## src/plm_pkg.sv

```systemverilog
/*
 * Shared constants of the PCM level meter: register addresses, field
 * positions, reset values and command layout.
 * Assumes a byte-wide command port whose top bit selects write (1) or
 * read (0) and whose low seven bits give the register address.
 */
`default_nettype none

package plm_pkg;

    // ------------------------------------------------------------------
    // command byte layout
    // ------------------------------------------------------------------
    localparam int          CMD_WR_BIT   = 7;
    localparam int          ADDR_W       = 7;

    // ------------------------------------------------------------------
    // register addresses
    // ------------------------------------------------------------------
    localparam logic [6:0]  ADDR_CNT_LO  = 7'h2E;
    localparam logic [6:0]  ADDR_CTL     = 7'h2F;
    localparam logic [6:0]  ADDR_RES_LO  = 7'h30;
    localparam logic [6:0]  ADDR_RES_HI  = 7'h31;

    // ------------------------------------------------------------------
    // control register fields
    // ------------------------------------------------------------------
    localparam int          CTL_ONCE_BIT = 7;
    localparam int          CTL_EN_BIT   = 6;
    localparam int          CTL_CS_LSB   = 4;
    localparam int          CTL_CS_W     = 2;
    localparam int          CTL_RSVD_BIT = 3;
    localparam int          CTL_CNT_MSB  = 2;
    localparam int          CNT_W        = 11;
    localparam int          CNT_LO_W     = 8;

    // ------------------------------------------------------------------
    // reset values and limits
    // ------------------------------------------------------------------
    localparam logic [7:0]  RST_CNT_LO   = 8'h00;
    localparam logic [7:0]  RST_CTL      = 8'h00;
    localparam logic [15:0] RST_RESULT   = 16'h0000;
    localparam logic [10:0] WINDOW_MAX   = 11'h7FF;
    localparam logic [10:0] WINDOW_NONE  = 11'h000;

    // ------------------------------------------------------------------
    // timing: one window step is one pcm frame
    // ------------------------------------------------------------------
    localparam int          FRAME_PERIOD_NS = 125000;
    localparam int          CLK_PERIOD_NS   = 25;
    localparam int          FRAME_CYCLES    = FRAME_PERIOD_NS / CLK_PERIOD_NS;

    typedef enum logic [0:0] {
        PLM_IDLE,
        PLM_MEASURE
    } plm_state_t;

endpackage

`default_nettype wire

```

## src/plm_peak_hold.sv

```systemverilog
/*
 * Peak magnitude tracker for one window of signed pcm samples.
 * Assumes the caller strobes i_update once per frame and raises
 * i_start on the first frame of each window.
 */
`timescale 1ns/100ps
`default_nettype none

module plm_peak_hold #(
    parameter int SAMPLE_W = 16
) (
    input  wire logic                i_sys_clk,  // system clock
    input  wire logic                i_rst_n,    // sync reset, active low
    input  wire logic                i_clk_en,   // freezes state when low
    input  wire logic                i_update,   // one frame sample taken
    input  wire logic                i_start,    // first frame of window
    input  wire logic [SAMPLE_W-1:0] i_sample,   // signed pcm sample
    output logic      [SAMPLE_W-1:0] o_merged    // peak including i_sample
);

    if (SAMPLE_W < 2) begin : g_bad_width
        $error("plm_peak_hold: SAMPLE_W must be at least 2");
    end

    logic [SAMPLE_W-1:0] peak;
    logic [SAMPLE_W-1:0] next_peak;
    logic [SAMPLE_W-1:0] magnitude;

    // ------------------------------------------------------------------
    // magnitude and merge
    // ------------------------------------------------------------------
    always_comb begin
        if (i_sample[SAMPLE_W-1]) begin
            magnitude = SAMPLE_W'(~i_sample + 1'b1);
        end else begin
            magnitude = i_sample;
        end
        if (i_start || (magnitude > peak)) begin
            o_merged = magnitude;
        end else begin
            o_merged = peak;
        end
        next_peak = peak;
        if (i_update) begin
            next_peak = o_merged;
        end
    end

    always_ff @(posedge i_sys_clk) begin
        if (!i_rst_n) begin
            peak <= '0;
        end else if (i_clk_en) begin
            peak <= next_peak;
        end
    end

endmodule

`default_nettype wire

```

## src/plm_level_meter.sv

```systemverilog
/*
 * PCM level meter: window count, control and result registers behind a
 * byte-wide command port, frame-counted peak measurement of one channel.
 * Assumes i_frame_sync is an asynchronous 8 kHz pin, and i_pcm_data holds
 * the current signed linear sample of each channel on the system clock.
 */
`timescale 1ns/100ps
`default_nettype none

module plm_level_meter #(
    parameter int SAMPLE_W = 16,
    parameter int CHANNELS = 4
) (
    input  wire logic                         i_sys_clk,   // 40 MHz clock
    input  wire logic                         i_rst_n,     // sync, low
    input  wire logic                         i_clk_en,    // freeze when low
    input  wire logic                         i_cmd_valid, // command strobe
    input  wire logic [7:0]                   i_cmd_byte,  // r/w and addr
    input  wire logic [7:0]                   i_cmd_wdata, // write data
    input  wire logic                         i_frame_sync,// 8 kHz pin
    input  wire logic [CHANNELS*SAMPLE_W-1:0] i_pcm_data,  // all channels
    output logic      [7:0]                   o_rd_data,   // read data
    output logic                              o_rd_valid,  // read pulse
    output logic                              o_res_valid, // result pulse
    output logic                              o_busy       // window open
);

    // result and read path are hard-wired for four 16-bit channels
    if (CHANNELS != 4 || SAMPLE_W != 16) begin : g_bad_shape
        $error("plm_level_meter: needs 4 channels of 16-bit samples");
    end

    // ------------------------------------------------------------------
    // state
    // ------------------------------------------------------------------
    logic [7:0]                cnt_lo;
    logic [7:0]                ctl;
    logic [15:0]               result;
    logic [10:0]               frame_cnt;
    logic [2:0]                sync_q;
    plm_pkg::plm_state_t       state;
    logic [7:0]                next_cnt_lo;
    logic [7:0]                next_ctl;
    logic [15:0]               next_result;
    logic [10:0]               next_frame_cnt;
    logic [7:0]                next_rd_data;
    logic                      next_rd_valid;
    logic                      next_res_valid;
    plm_pkg::plm_state_t       next_state;

    logic                      wr_en;
    logic                      rd_en;
    logic [6:0]                addr;
    logic                      frame_tick;
    logic [10:0]               window;
    logic [1:0]                chan;
    logic [SAMPLE_W-1:0]       sample;
    logic [SAMPLE_W-1:0]       merged;
    logic                      win_start;
    logic                      tick_meas;
    logic [10:0]               cnt_inc;
    logic                      done;

    assign wr_en      = i_cmd_valid && i_cmd_byte[plm_pkg::CMD_WR_BIT];
    assign rd_en      = i_cmd_valid && !i_cmd_byte[plm_pkg::CMD_WR_BIT];
    assign addr       = i_cmd_byte[plm_pkg::ADDR_W-1:0];
    // frame edge seen only on the second and third stages
    assign frame_tick = sync_q[1] && !sync_q[2];
    assign window     = {ctl[plm_pkg::CTL_CNT_MSB:0], cnt_lo};
    assign chan       = ctl[plm_pkg::CTL_CS_LSB +: plm_pkg::CTL_CS_W];
    assign sample     = i_pcm_data[chan*SAMPLE_W +: SAMPLE_W];
    assign tick_meas  = (state == plm_pkg::PLM_MEASURE) && frame_tick
                        && ctl[plm_pkg::CTL_EN_BIT];
    assign win_start  = (frame_cnt == 11'h000);
    assign cnt_inc    = frame_cnt + 11'h001;
    assign done       = tick_meas && (cnt_inc >= window);

    plm_peak_hold #(
        .SAMPLE_W (SAMPLE_W)
    ) plm_peak_hold_i (
        .i_sys_clk (i_sys_clk),
        .i_rst_n   (i_rst_n),
        .i_clk_en  (i_clk_en),
        .i_update  (tick_meas),
        .i_start   (win_start),
        .i_sample  (sample),
        .o_merged  (merged)
    );

    // ------------------------------------------------------------------
    // register file next values
    // ------------------------------------------------------------------
    always_comb begin
        next_cnt_lo    = cnt_lo;
        next_ctl       = ctl;
        next_rd_data   = 8'h00;
        next_rd_valid  = rd_en;
        if (done && ctl[plm_pkg::CTL_ONCE_BIT]) begin
            next_ctl[plm_pkg::CTL_EN_BIT] = 1'b0;
        end
        if (wr_en) begin
            case (addr)
                plm_pkg::ADDR_CNT_LO: next_cnt_lo = i_cmd_wdata;
                plm_pkg::ADDR_CTL: begin
                    next_ctl = i_cmd_wdata;
                    next_ctl[plm_pkg::CTL_RSVD_BIT] = 1'b0;
                end
                default: next_ctl = next_ctl;
            endcase
        end
        if (rd_en) begin
            case (addr)
                plm_pkg::ADDR_CNT_LO: next_rd_data = cnt_lo;
                plm_pkg::ADDR_CTL:    next_rd_data = ctl;
                plm_pkg::ADDR_RES_LO: next_rd_data = result[7:0];
                plm_pkg::ADDR_RES_HI: next_rd_data = result[15:8];
                default:              next_rd_data = 8'h00;
            endcase
        end
    end

    // ------------------------------------------------------------------
    // measurement sequencer
    // ------------------------------------------------------------------
    always_comb begin
        next_state     = state;
        next_frame_cnt = frame_cnt;
        next_result    = result;
        next_res_valid = 1'b0;
        case (state)
            plm_pkg::PLM_IDLE: begin
                next_frame_cnt = 11'h000;
                if (ctl[plm_pkg::CTL_EN_BIT]) begin
                    next_state = plm_pkg::PLM_MEASURE;
                end
            end
            plm_pkg::PLM_MEASURE: begin
                if (!ctl[plm_pkg::CTL_EN_BIT]) begin
                    next_state     = plm_pkg::PLM_IDLE;
                    next_frame_cnt = 11'h000;
                end else if (done) begin
                    next_res_valid = 1'b1;
                    next_frame_cnt = 11'h000;
                    if (window == plm_pkg::WINDOW_NONE) begin
                        next_result = sample;
                    end else begin
                        next_result = merged;
                    end
                    if (ctl[plm_pkg::CTL_ONCE_BIT]) begin
                        next_state = plm_pkg::PLM_IDLE;
                    end
                end else if (tick_meas) begin
                    next_frame_cnt = cnt_inc;
                end
            end
            default: begin
                next_state     = plm_pkg::PLM_IDLE;
                next_frame_cnt = 11'h000;
            end
        endcase
    end

    always_ff @(posedge i_sys_clk) begin
        if (!i_rst_n) begin
            cnt_lo      <= plm_pkg::RST_CNT_LO;
            ctl         <= plm_pkg::RST_CTL;
            result      <= plm_pkg::RST_RESULT;
            frame_cnt   <= 11'h000;
            sync_q      <= 3'h0;
            state       <= plm_pkg::PLM_IDLE;
            o_rd_data   <= 8'h00;
            o_rd_valid  <= 1'b0;
            o_res_valid <= 1'b0;
            o_busy      <= 1'b0;
        end else if (i_clk_en) begin
            cnt_lo      <= next_cnt_lo;
            ctl         <= next_ctl;
            result      <= next_result;
            frame_cnt   <= next_frame_cnt;
            sync_q      <= {sync_q[1:0], i_frame_sync};
            state       <= next_state;
            o_rd_data   <= next_rd_data;
            o_rd_valid  <= next_rd_valid;
            o_res_valid <= next_res_valid;
            o_busy      <= (next_state == plm_pkg::PLM_MEASURE);
        end
    end

    // ------------------------------------------------------------------
    // checks
    // ------------------------------------------------------------------
    AST_CNT_LO_READ: assert property (@(posedge i_sys_clk)
        disable iff (!i_rst_n)
        (i_clk_en && rd_en && addr == plm_pkg::ADDR_CNT_LO)
        |=> (o_rd_valid && o_rd_data == $past(cnt_lo)))
        else $error("count-low read mismatch");

    AST_WINDOW_BUILD: assert property (@(posedge i_sys_clk)
        disable iff (!i_rst_n)
        (i_clk_en && wr_en && addr == plm_pkg::ADDR_CTL)
        |=> (window[10:8] == $past(i_cmd_wdata[2:0])))
        else $error("window high bits not taken from control");

    AST_STEP_ON_FRAME: assert property (@(posedge i_sys_clk)
        disable iff (!i_rst_n)
        ($changed(frame_cnt) && frame_cnt != 11'h000)
        |-> ($past(frame_tick) && frame_cnt == $past(frame_cnt) + 11'h001))
        else $error("frame count moved without a frame");

    AST_TRANSPARENT: assert property (@(posedge i_sys_clk)
        disable iff (!i_rst_n)
        (i_clk_en && tick_meas && window == plm_pkg::WINDOW_NONE)
        |=> (o_res_valid && result == $past(sample)))
        else $error("zero window did not copy sample");

    AST_WINDOW_LEN: assert property (@(posedge i_sys_clk)
        disable iff (!i_rst_n)
        (i_clk_en && tick_meas && cnt_inc < window) |=> !o_res_valid)
        else $error("result before window closed");

    AST_RES_LO_NO_WRITE: assert property (@(posedge i_sys_clk)
        disable iff (!i_rst_n)
        (i_clk_en && wr_en && addr == plm_pkg::ADDR_RES_LO && !done)
        |=> $stable(result))
        else $error("write changed result");

    AST_RES_HI_READ: assert property (@(posedge i_sys_clk)
        disable iff (!i_rst_n)
        (i_clk_en && rd_en && addr == plm_pkg::ADDR_RES_HI)
        |=> (o_rd_data == $past(result[15:8])))
        else $error("result high read mismatch");

    AST_ONCE_STOPS: assert property (@(posedge i_sys_clk)
        disable iff (!i_rst_n)
        (i_clk_en && done && ctl[plm_pkg::CTL_ONCE_BIT] && !wr_en)
        |=> (!ctl[plm_pkg::CTL_EN_BIT] && state == plm_pkg::PLM_IDLE))
        else $error("single shot kept running");

    AST_DISABLE_IDLE: assert property (@(posedge i_sys_clk)
        disable iff (!i_rst_n)
        (i_clk_en && !ctl[plm_pkg::CTL_EN_BIT]) |=> !o_busy)
        else $error("meter busy while disabled");

endmodule

`default_nettype wire

```

## config.mk

```make
export PLATFORM = sky130hd
export DESIGN_NAME = plm_level_meter
export DESIGN_NICKNAME = d
export VERILOG_FILES = /design/src/plm_pkg.sv /design/src/plm_peak_hold.sv /design/src/plm_level_meter.sv
export SDC_FILE = /design/constraint.sdc
export NUM_CORES = 1
export LEC_CHECK = 0
export BUFFER_PORTS_ARGS = -buffer_cell sky130_fd_sc_hd__clkbuf_2
export CAP_MARGIN = 25
export CORE_MARGIN = 8
export CORE_UTILIZATION = 45
export DETAILED_ROUTE_END_ITERATION = 10
export GPL_TIMING_DRIVEN = 0
export PLACE_DENSITY = 0.78
export RECOVER_POWER = 50
export SETUP_SLACK_MARGIN = 0.3
export SKIP_LAST_GASP = 1
export SLEW_MARGIN = 25
export SYNTH_ARGS = -nofsm -noshare
export SYNTH_HDL_FRONTEND = slang
export SYNTH_SLANG_ARGS = --single-unit
```

## constraint.sdc

```tcl
create_clock -name i_sys_clk -period 13.1 [get_ports i_sys_clk]
set_input_delay 2.62 -clock i_sys_clk [delete_from_list [all_inputs] [get_ports i_sys_clk]]
set_output_delay 2.62 -clock i_sys_clk [all_outputs]
set_load 0.02 [all_outputs]
```

==> results of run 1 <==
-- worst min path at each step --
stage / to / from / depth (start not counted) / slack [ps]
after floorplan: plm_peak_hold_i.peak[3] / plm_peak_hold_i.peak[3] / 2 / 440
after global placement: plm_peak_hold_i.peak[3] / plm_peak_hold_i.peak[3] / 2 / 440
after detailed placement: plm_peak_hold_i.peak[4] / plm_peak_hold_i.peak[4] / 2 / 450
after CTS: plm_peak_hold_i.peak[4] / plm_peak_hold_i.peak[4] / 2 / 460
after global routing: plm_peak_hold_i.peak[4] / plm_peak_hold_i.peak[4] / 2 / 480
final: plm_peak_hold_i.peak[4] / plm_peak_hold_i.peak[4] / 2 / 460
-- stage by stage --
stage / cell area [um^2] / worst slack [ps]
after floorplan: 4730 / 6860
after global placement: 5370 / 6000
after detailed placement: 5370 / 5900
after CTS: 5540 / 6260
after global routing: 5530 / 6010
final: 5530 / 6210
-- final cells by class --
cell class | count | area [um^2]
well taps | 136 | 170
clock inverters | 3 | 17.5
multi-input cells | 416 | 3040
clock buffers | 12 | 155
inverters | 34 | 128
flip-flops and latches | 72 | 1440
repair buffers | 94 | 455
plain buffers | 27 | 121
fillers | 1012 | 4750
-- registers in the layout, summed over array words and instances, names as in the netlist --
signal	flops
plm_peak_hold_i.peak	16
result	16
frame_cnt	11
cnt_lo	8
o_rd_data	8
ctl	7
sync_q	3
o_rd_valid	1
o_res_valid	1
state	1
-- synth_stat cells (all sizes together), types with 15 or more instances --
master   n
nand2   41
mux2i   26
mux4    15
a21oi   59
o21ai   27
nor4    17
clkbuf  20
inv     33
nor2    47
dfxtp   72
a22oi   15
ha      30
-- metal layers --
metal | vias up | part of all wire (%) | wire (um) | track usage (%)
met5 | - | 0 | 0 | 0
met4 | 0 | 2.5 | 347 | 8.62
met3 | 30 | 7.6 | 1070 | 3.86
met2 | 238 | 47 | 6540 | 32.7
met1 | 2204 | 43 | 6090 | 23.7
li1 | 2247 | - | - | -
-- kinds of logic after synthesis --
kind of cell	share of synthesized area, %
XOR/XNOR	4.07
AO/OA/AOI/OAI	21.0
buffers and inverters	5.26
adder cells (fa/ha/maj)	7.94
AND/OR/NAND/NOR	17.8
flip-flops	30.5
multiplexers	13.4
-- power by group through the flow --
stage                     clock, mW  sequential (mW)  combinational [mW]
after global routing          0.174            0.219              0.0647
final                         0.162            0.219              0.0591
after detailed placement          0            0.225              0.0582
after floorplan                   0            0.225              0.0344
after CTS                     0.163            0.219              0.0586
after global placement            0            0.225              0.0565
-- critical path, cell delays in order --
cell and delay, ps:
clkbuf_2 80, mux4_2 500, inv_1 150, ha_1 250, nor2b_1 230, nand2_2 150
o31ai_4 280, xnor2_1 160, ha_1 330, nand4_1 190, nor4_1 410, a21boi_0 440
o41a_1 380, nor2_1 180, clkbuf_1 300, nor4_1 370, a211oi_1 90
==> qor.txt, run 1 <==
Outcome: complete, no violations
Grt ovf: 0
Leak: 2.04 nW
Period minus WS final: 6890 ps
Initial antenna violation count: 0
Commonest non-fill, non-tap cell in the layout: clkbuf_2
Power per cell area: 79.7 nW/um^2
Asr flop ratio synth: 0%
NetSw: 0.118 mW
Starting density of the core: 46.0%
Endpoint class of the critical path: register
Post-CTS Hold Buffers: 0
Post-Synthesis Cells: 549
Fmax: 0.145 GHz
Vias per cell: 5.94
Reg clk slew, reported paths: 70 ps
Reg2Reg Setup Slack: 7790 ps
FF+latch count, synth: 72
Post-CTS setup buffers: 0
Global placer's final weighted congestion: 0.977
Syn nets: 664
RSZ-0062 raised after global routing: false
ANT nets after route: 0
Worst r2r path cells: 18
Max-slew violations: 0
Nets: 769
Slew HR: 32.0%
Die Ht: 119 um
Crit path launch: i_pcm_data[48]
Crit share post-route: 52.6%
Crit-path max FO: 10
DR DRC count: 0
Hold Path Class: reg2reg
Worst vdd ir: 35.8 uV
First-pass GRT wire length: 22.5 mm
Non-Filler Instances: 794
Worst path arrival time: 7110 ps
First drt pass iteration count: 6
Reg power frac: 49.8%
Kind of critical path: in2reg
Final setup skew: 8.13 ps
HPWL Detailed: 11.4 mm
# IOs: 96
Util after Layout: 53.8%
Commonest register cell after synthesis: dfxtp_1
Clk pwr share: 36.8%
WHS: 456 ps
Reg2reg start: ctl[4]
Critical Path RT: 13320 ps
# port buffers: 94
Share of cells above drive strength 1: 18.5%
Reg2reg end: result[11]
DR iter-0 viols: 523
P&R area growth vs syn: 16.9%
H-tree depth: 3
YS warnings: 0
Startpoint Class: input pin
Drt total wl: 14.0 mm
Commonest non-fill, non-tap cells in the layout: clkbuf_2, dfxtp_1, a21oi_1
Syn avg cell area: 8.61 um^2
Endpoints failing hold: 0
Per-cell routed wire length: 17.7 um
Clock latency on the worst-skew pair: 350 ps
Cts repair resizes: 0
Total power draw: 0.440 mW
Share of the synthesized area in the top cell type: 30.5%
# clock sinks: 72
Internal Pwr Total: 0.322 mW
Yosys cell types: 58
Number of global-route vias before repair: 4698
Leading area contributor after synthesis: dfxtp_1
Die width: 119 um
Sequential-to-total area share from yosys stat: 30.5%
Net switching share of the total power: 26.9%
TritonCTS clock tree: done
Combinational Power Share: 13.4%
CTS buffer count: 9
Placed Cells: 779
Max-cap violations: 0
Setup violations, final: 0
Die footprint: 14000 um^2
Clock Root Buffer: clkbuf_8
Synth area leaders: dfxtp_1, ha_1, a21oi_1, mux2i_1, mux4_2
Row count: 37
Via count: 4719
Worst slew pin tran: 1010 ps
Gr usage total: 19.5%
Core area: 10300 um^2
Post-synth EDFFs: 0
Ant diodes: 0
Clock buffer depth: 2
Mapped cell area: 4730 um^2
Crit path to: result[11]
TNS Setup: 0 ps
Largest net degree at the start of global routing: 12
Note: power is estimated with default switching activity, not from simulation.
==> run 2: changes to the inputs <==
--- a/config.mk
+++ b/config.mk
@@ -5,6 +5,7 @@
 export SDC_FILE = /design/constraint.sdc
 export NUM_CORES = 1
 export LEC_CHECK = 0
+export ABC_AREA = 1
 export BUFFER_PORTS_ARGS = -buffer_cell sky130_fd_sc_hd__clkbuf_2
 export CAP_MARGIN = 25
 export CORE_MARGIN = 8
==> constraint.sdc (replaced) <==
create_clock -name i_sys_clk -period 6.7 [get_ports i_sys_clk]
set_input_delay 1.34 -clock i_sys_clk [delete_from_list [all_inputs] [get_ports i_sys_clk]]
set_output_delay 1.34 -clock i_sys_clk [all_outputs]
set_load 0.02 [all_outputs]
==> run 2 against run 1 <==
Clock-buffer cell count is 3 lower. Hold slack better by 8.2 ps. Sequential share of layout area is 2.8 points lower. Clock skew is 0.59 ps lower. Worst setup slack worse by 3600 ps. Core utilization is 0.48 points higher. Register-to-register slack worse by 4800 ps. Via count is 21% higher. First-iteration DRC count is 17% higher. Largest cell class unchanged. Highest routed layer unchanged.
==> qor.txt, run 2 <==
Clk pwr share: 48.5% (+12 points)
Final setup skew: 7.54 ps (-0.592 ps)
Worst path arrival time: 4330 ps (-2780 ps)
Startpoint Class: input pin
Kind of critical path: in2reg
Reg power frac: 38.8% (-11 points)
Leak: 2.89 nW (+42%)
Post-Synthesis Cells: 815 (+48%)
Clock latency on the worst-skew pair: 340 ps (about the same)
Row count: 39 (+5.4%)
Leading area contributor after synthesis: dfxtp_1
Hold Path Class: reg2reg
Die width: 124 um (+4.6%)
Asr flop ratio synth: 0% (unchanged)
Internal Pwr Total: 0.816 mW (+150%)
# clock sinks: 72 (unchanged)
Crit-path max FO: 10 (unchanged)
Fmax: 0.244 GHz
Post-CTS Hold Buffers: 0 (unchanged)
Max-slew violations: 0 (unchanged)
Global placer's final weighted congestion: 0.914 (-6.5%)
Yosys cell types: 43 (-26%)
Worst slew pin tran: 684 ps (-328 ps)
Max-cap violations: 0 (unchanged)
P&R area growth vs syn: 18.0%
Via count: 5704 (+21%)
Commonest non-fill, non-tap cell in the layout: nand2_1
Nets: 1036 (+35%)
Syn avg cell area: 6.44 um^2 (-25%)
Reg2Reg Setup Slack: 3010 ps (-4780 ps)
# port buffers: 95 (+1.1%)
Top cells by count, synth: nand2_1, inv_1, a21oi_1
Cts repair resizes: 0 (unchanged)
Slew HR: 54.4% (+22 points)
Initial antenna violation count: 0 (unchanged)
Count leader, synth: nand2_1
Grt ovf: 0 (unchanged)
DR iter-0 viols: 613 (+17%)
Reg clk slew, reported paths: 60 ps (about the same)
Syn nets: 930 (+40%)
Setup violations, final: 0 (unchanged)
Met3 global-route usage: 2.49% (-1.4 points)
Commonest register cell after synthesis: dfxtp_1
Die Ht: 124 um (+4.6%)
CTS buffer count: 9 (unchanged)
Sequential-to-total area share from yosys stat: 27.4% (-3.0 points)
H-tree depth: 3 (unchanged)
FF+latch count, synth: 72 (unchanged)
Post-synth EDFFs: 0 (unchanged)
Gr usage total: 20.4% (+0.94 points)
First drt pass iteration count: 6 (unchanged)
Post-CTS setup buffers: 0 (unchanged)
Outcome: complete, no violations
Critical Path RT: 6930 ps (-6390 ps)
HPWL Detailed: 12.1 mm (+5.5%)
Met1 GRT Util: 26.9% (+3.2 points)
Combinational Power Share: 12.8% (-0.6 points)
Worst r2r path cells: 21 (+3)
YS warnings: 0 (unchanged)
Ant diodes: 0 (unchanged)
Core area: 11400 um^2 (+11%)
Die footprint: 15400 um^2 (+9.5%)
Share of the synthesized area in the top cell type: 27.4% (-3.0 points)
Clock Root Buffer: clkbuf_16
Net switching share of the total power: 26.5% (-0.35 points)
RSZ-0062 raised after global routing: false
Mapped cell area: 5250 um^2 (+11%)
Power per cell area: 179 nW/um^2 (+120%)
Crit share post-route: 61.2%
Number of global-route vias before repair: 5215 (+11%)
Vias per cell: 5.34 (-10%)
Per-cell routed wire length: 14.6 um (-18%)
Synth area leaders: dfxtp_1, nand2_1, a21oi_1, ha_1, inv_1
Largest regs: plm_peak_hold_i.peak (16), result (16), frame_cnt (11)
# IOs: 96 (unchanged)
Period minus WS final: 4100 ps
Share of cells above drive strength 1: 17.4% (-1.2 points)
Drt total wl: 15.6 mm (+11%)
Starting density of the core: 46.0% (about the same)
TNS Setup: 0 ps (unchanged)
Endpoints failing hold: 0 (unchanged)
Layout fillers: 1128 (+11%)
Placed cell areas: 5910 um^2 (+10%)
TritonCTS clock tree: done
Met2 usage: 33.5% (+0.81 points)
Endpoint class of the critical path: register
Design Area, Final: 6200 um^2 (+12%)
ANT nets after route: 0 (unchanged)
NetSw: 0.294 mW (+150%)
Worst vdd ir: 147 uV (+310%)
Clock buffer depth: 2 (unchanged)
Commonest non-fill, non-tap cells in the layout: nand2_1, inv_1, a21oi_1, clkbuf_2, dfxtp_1
Worst hold stages: 2 (unchanged)
Grt peak-use layer: met2
Largest net degree at the start of global routing: 15 (+3)
First-pass GRT wire length: 25.2 mm (+12%)
DR DRC count: 0 (unchanged)
-- run 2: per-layer routing --
layer / part of all wire [%] / routed length [um]
met1: 44 / 6810
met2: 46 / 7120
met3: 8.3 / 1290
met4: 2.4 / 367
met5: 0 / 0
-- run 2: cell families (layout without fill, tap and decap cells) --
| logic type | count (synthesis) | in the layout | share of synthesized area [%] |
|---|---|---|---|
| AND/OR/NAND/NOR | 379 | 379 | 32.8 |
| flip-flops | 72 | 72 | 27.4 |
| AO/OA/AOI/OAI | 176 | 176 | 18.4 |
| buffers and inverters | 143 | 254 | 11.7 |
| XOR/XNOR | 15 | 15 | 2.50 |
| adder cells (fa/ha/maj) | 30 | 30 | 7.15 |
-- run 2: stage by stage --
| step | power (mW) | setup WS, ps | instances | util [%] | hold WS [ps] |
|---|---|---|---|---|---|
| final | 1.11 | 2600 | 1069 | 54.3 | 465 |
| after global routing | 1.14 | 2230 | 1069 | 54.3 | 486 |
| after CTS | 1.11 | 2640 | 1069 | 54.6 | 466 |
| after detailed placement | 0.578 | 2340 | 1053 | 51.7 | 457 |
| after global placement | 0.577 | 2370 | 1053 | 51.7 | 452 |
| after floorplan | 0.527 | 2940 | 815 | - | 445 |
-- run 2: final cells by class --
class,instances,area (um^2),area share (%)
clock buffer,9,225,3.63
tap,143,179,2.89
inverter,108,413,6.66
clock inverter,7,103,1.66
multi-input combinational,600,3180,51.3
buffer,35,201,3.25
timing repair buffer,95,458,7.39
sequential,72,1440,23.3
-- run 2: power by group through the flow --
| stage | Combinational [mW] | Clock [mW] | Sequential, mW |
|---|---|---|---|
| 6_report | 0.142 | 0.538 | 0.430 |
| 5_1_grt | 0.160 | 0.554 | 0.430 |
| 4_1_cts | 0.140 | 0.536 | 0.430 |
| 3_5_place_dp | 0.139 | 0 | 0.440 |
| 3_3_place_gp | 0.137 | 0 | 0.440 |
| 2_1_floorplan | 0.0873 | 0 | 0.440 |
-- run 2: path summary, 6_finish.rpt --
path                                startpoint                       to
worst min-delay path              o_rd_data[1]             o_rd_data[1]
worst max register to register          ctl[5]  plm_peak_hold_i.peak[2]
worst min register to register    o_rd_data[1]             o_rd_data[1]
worst max-delay path            i_pcm_data[16]  plm_peak_hold_i.peak[2]
-- run 2: worst max-delay path, cell delays in order --
cell and delay (ps):
clkbuf_2 80, nand2_1 50, nand3_1 90, nand2_2 180
ha_1 210, nand3_1 110, o21ai_2 230, nand3_1 120
nand2_1 120, inv_1 50, ha_1 260, nand2_1 70
nor3_1 260, nand2_1 90, nand2_1 60, nand2_1 40
nand2_1 120, buf_1 410, o21ai_0 210, o21ai_0 180
inv_1 50
==> run 3: changes to the inputs <==
--- a/config.mk
+++ b/config.mk
@@ -12,7 +12,7 @@
 export CORE_UTILIZATION = 45
 export DETAILED_ROUTE_END_ITERATION = 10
 export GPL_TIMING_DRIVEN = 0
-export PLACE_DENSITY = 0.78
+export PLACE_DENSITY = 0.8
 export RECOVER_POWER = 50
 export SETUP_SLACK_MARGIN = 0.3
 export SKIP_LAST_GASP = 1
==> constraint.sdc (replaced) <==
create_clock -name i_sys_clk -period 3.4 [get_ports i_sys_clk]
set_input_delay 0.68 -clock i_sys_clk [delete_from_list [all_inputs] [get_ports i_sys_clk]]
set_output_delay 0.68 -clock i_sys_clk [all_outputs]
set_load 0.02 [all_outputs]
==> run 3 against run 2 <==
The flow now finishes with violations (setup timing). Total power rose by 110%. Clock skew fell by 0.67 ps. Worst setup slack got worse by 2900 ps. Critical path depth rose by 5. Die area did not move. Sequential power rose by 97%. Cell area rose by 18%. Register-to-register slack got worse by 3300 ps.
==> qor.txt, run 3 (synthesis gave the netlist of run 2 again) <==
CTS buffer count: 9 (unchanged)
# IOs: 96 (unchanged)
Grt ovf: 0 (unchanged)
RSZ-0062 raised after global routing: true
Via count: 6736 (+18%)
Largest net degree at the start of global routing: 16 (+1)
Max-cap violations: 0 (unchanged)
Commonest non-fill, non-tap cells in the layout: nand2_1, inv_1, clkbuf_2
Per-cell routed wire length: 19.6 um (+35%)
Slew HR: 47.3% (-7.1 points)
Reg2reg end: result[10]
Endpoint class of the critical path: register
Worst vdd ir: 405 uV (+170%)
Ant diodes: 0 (unchanged)
Worst r2r path cells: 26 (+24%)
TritonCTS clock tree: done
Crit path to: result[10]
Gr usage total: 20.8% (+0.41 points)
Die footprint: 15400 um^2 (unchanged)
Share of cells above drive strength 1: 33.9% (+17 points)
Nets: 1071 (+3.4%)
DR iter-0 viols: 956 (+56%)
First-pass GRT wire length: 25.6 mm (+1.6%)
ANT nets after route: 0 (unchanged)
Final setup skew: 6.87 ps (-0.671 ps)
Reg2reg start: ctl[4]
Period minus WS final: 3660 ps
Clock latency on the worst-skew pair: 350 ps (about the same)
Critical Path RT: 3680 ps (-3250 ps)
Post-CTS Hold Buffers: 0 (unchanged)
DR DRC count: 0 (unchanged)
Number of global-route vias before repair: 5397 (+3.5%)
# port buffers: 95 (unchanged)
Fmax: 0.273 GHz
Reg clk slew, reported paths: 60 ps (about the same)
Startpoint Class: register
Die width: 124 um (unchanged)
Leak: 3.23 nW (+12%)
TNS Setup: -5870 ps (-5870 ps)
Die Ht: 124 um (unchanged)
Crit path launch: ctl[4]
Row count: 39 (unchanged)
Worst slew pin tran: 790 ps (+106 ps)
Commonest non-fill, non-tap cell in the layout: nand2_1
Setup ws final: -264 ps (-2860 ps)
Starting density of the core: 46.0% (unchanged)
Layout fillers: 839 (-26%)
H-tree depth: 3 (unchanged)
Setup violations, final: 32 (+32)
Max-slew violations: 0 (unchanged)
Endpoints failing hold: 0 (unchanged)
Drt total wl: 21.7 mm (+39%)
Hold Path Class: reg2reg
Worst path arrival time: 3950 ps (-380 ps)
Crit share post-route: 108%
Vias per cell: 6.10 (+14%)
P&R area growth vs syn: 38.7%
Clock buffer depth: 2 (unchanged)
Power per cell area: 315 nW/um^2 (+76%)
First drt pass iteration count: 8 (+2)
Kind of critical path: reg2reg
Core area: 11400 um^2 (unchanged)
Clock Root Buffer: clkbuf_16
Area of the multi-input gates: 3870 um^2 (+22%)
Total power draw: 2.30 mW (+110%)
Reg2Reg Setup Slack: -260 ps (-3270 ps)
Global placer's final weighted congestion: 0.904 (-1.1%)
Largest regs: plm_peak_hold_i.peak (16), result (16), frame_cnt (11)
# clock sinks: 72 (unchanged)
HPWL Detailed: 11.9 mm (-1.5%)
Initial antenna violation count: 0 (unchanged)
Outcome: finished with violations
Reg area: 1450 um^2 (+0.26%)
Crit-path max FO: 10 (unchanged)
WHS: 464 ps (-0.699 ps)
Util after Layout: 63.8% (+9.5 points)
Violated checks: setup timing
[run 3: how the worst min path moves through the flow]
stage                      start           end  slack (ps)  cells past startpoint
global placement    o_rd_data[4]  o_rd_data[4]         450                      2
finish              o_rd_data[0]  o_rd_data[0]         460                      2
detailed placement  o_rd_data[0]  o_rd_data[0]         450                      2
floorplan                 ctl[7]        ctl[7]         440                      2
CTS                 o_rd_data[0]  o_rd_data[0]         460                      2
global route          o_rd_valid    o_rd_valid         480                      2
[run 3: layout make-up]
cell class	instances	share of cell area, %
sequential	72	19.8
buffer	35	3.73
multi-input combinational	600	53.1
tap	143	2.46
inverter	108	5.94
clock inverter	7	1.17
clock buffer	9	3.09
timing repair buffer	130	10.6
[run 3: power breakdown]
| part | leakage [nW] | internal, mW | total (mW) | switching, mW |
|---|---|---|---|---|
| Clock | 0.146 | 0.584 | 1.02 | 0.433 |
| Sequential | 0.582 | 0.846 | 0.847 | 0.00140 |
| Combinational | 2.51 | 0.168 | 0.431 | 0.263 |
| Total | 3.23 | 1.60 | 2.30 | 0.698 |
[run 3: critical path: stages, from the launching register on]
cell and delay [ps]:
dfxtp_2 310, buf_6 130, buf_6 140, nand2_1 140, nand3_4 110, nand2_4 100
buf_6 130, inv_2 50, nor2_4 150, nand2_2 90, nand2_4 120, xor2_2 210
inv_1 110, ha_4 240, a21oi_2 160, o21a_1 220, nand2_1 160, nand2_1 110
nand2_1 70, nand2_2 90, nand2_4 100, inv_4 100, buf_6 150, nand2_2 70
nand2_2 110, nand2_1 100, a21oi_2 120
[run 3: per-stage QoR]
stage,instance area (um^2),std cells,worst slack (ps)
4_1_cts,6480,1081,287
6_report,7280,1104,-264
3_5_place_dp,5910,1053,-196
5_1_grt,7280,1104,-476
3_3_place_gp,5910,1053,-170
2_1_floorplan,5250,815,407
[run 3: per-layer routing]
layer / part of all wire [%] / vias to the layer above / global-route usage [%]
li1: - / 2951 / -
met5: 0 / - / 0
met3: 13 / 184 / 3.76
met1: 35 / 3039 / 26.2
met4: 7.3 / 0 / 9.81
met2: 45 / 562 / 33.9
[run 3: what timing repair did]
item | 4_1_cts | 5_1_grt
pin swaps | 17 | 50
gates cloned | 1 | 3
setup buffers | 11 | 20
resized for setup | 53 | 169
endpoints found under the setup margin | 43 | 43
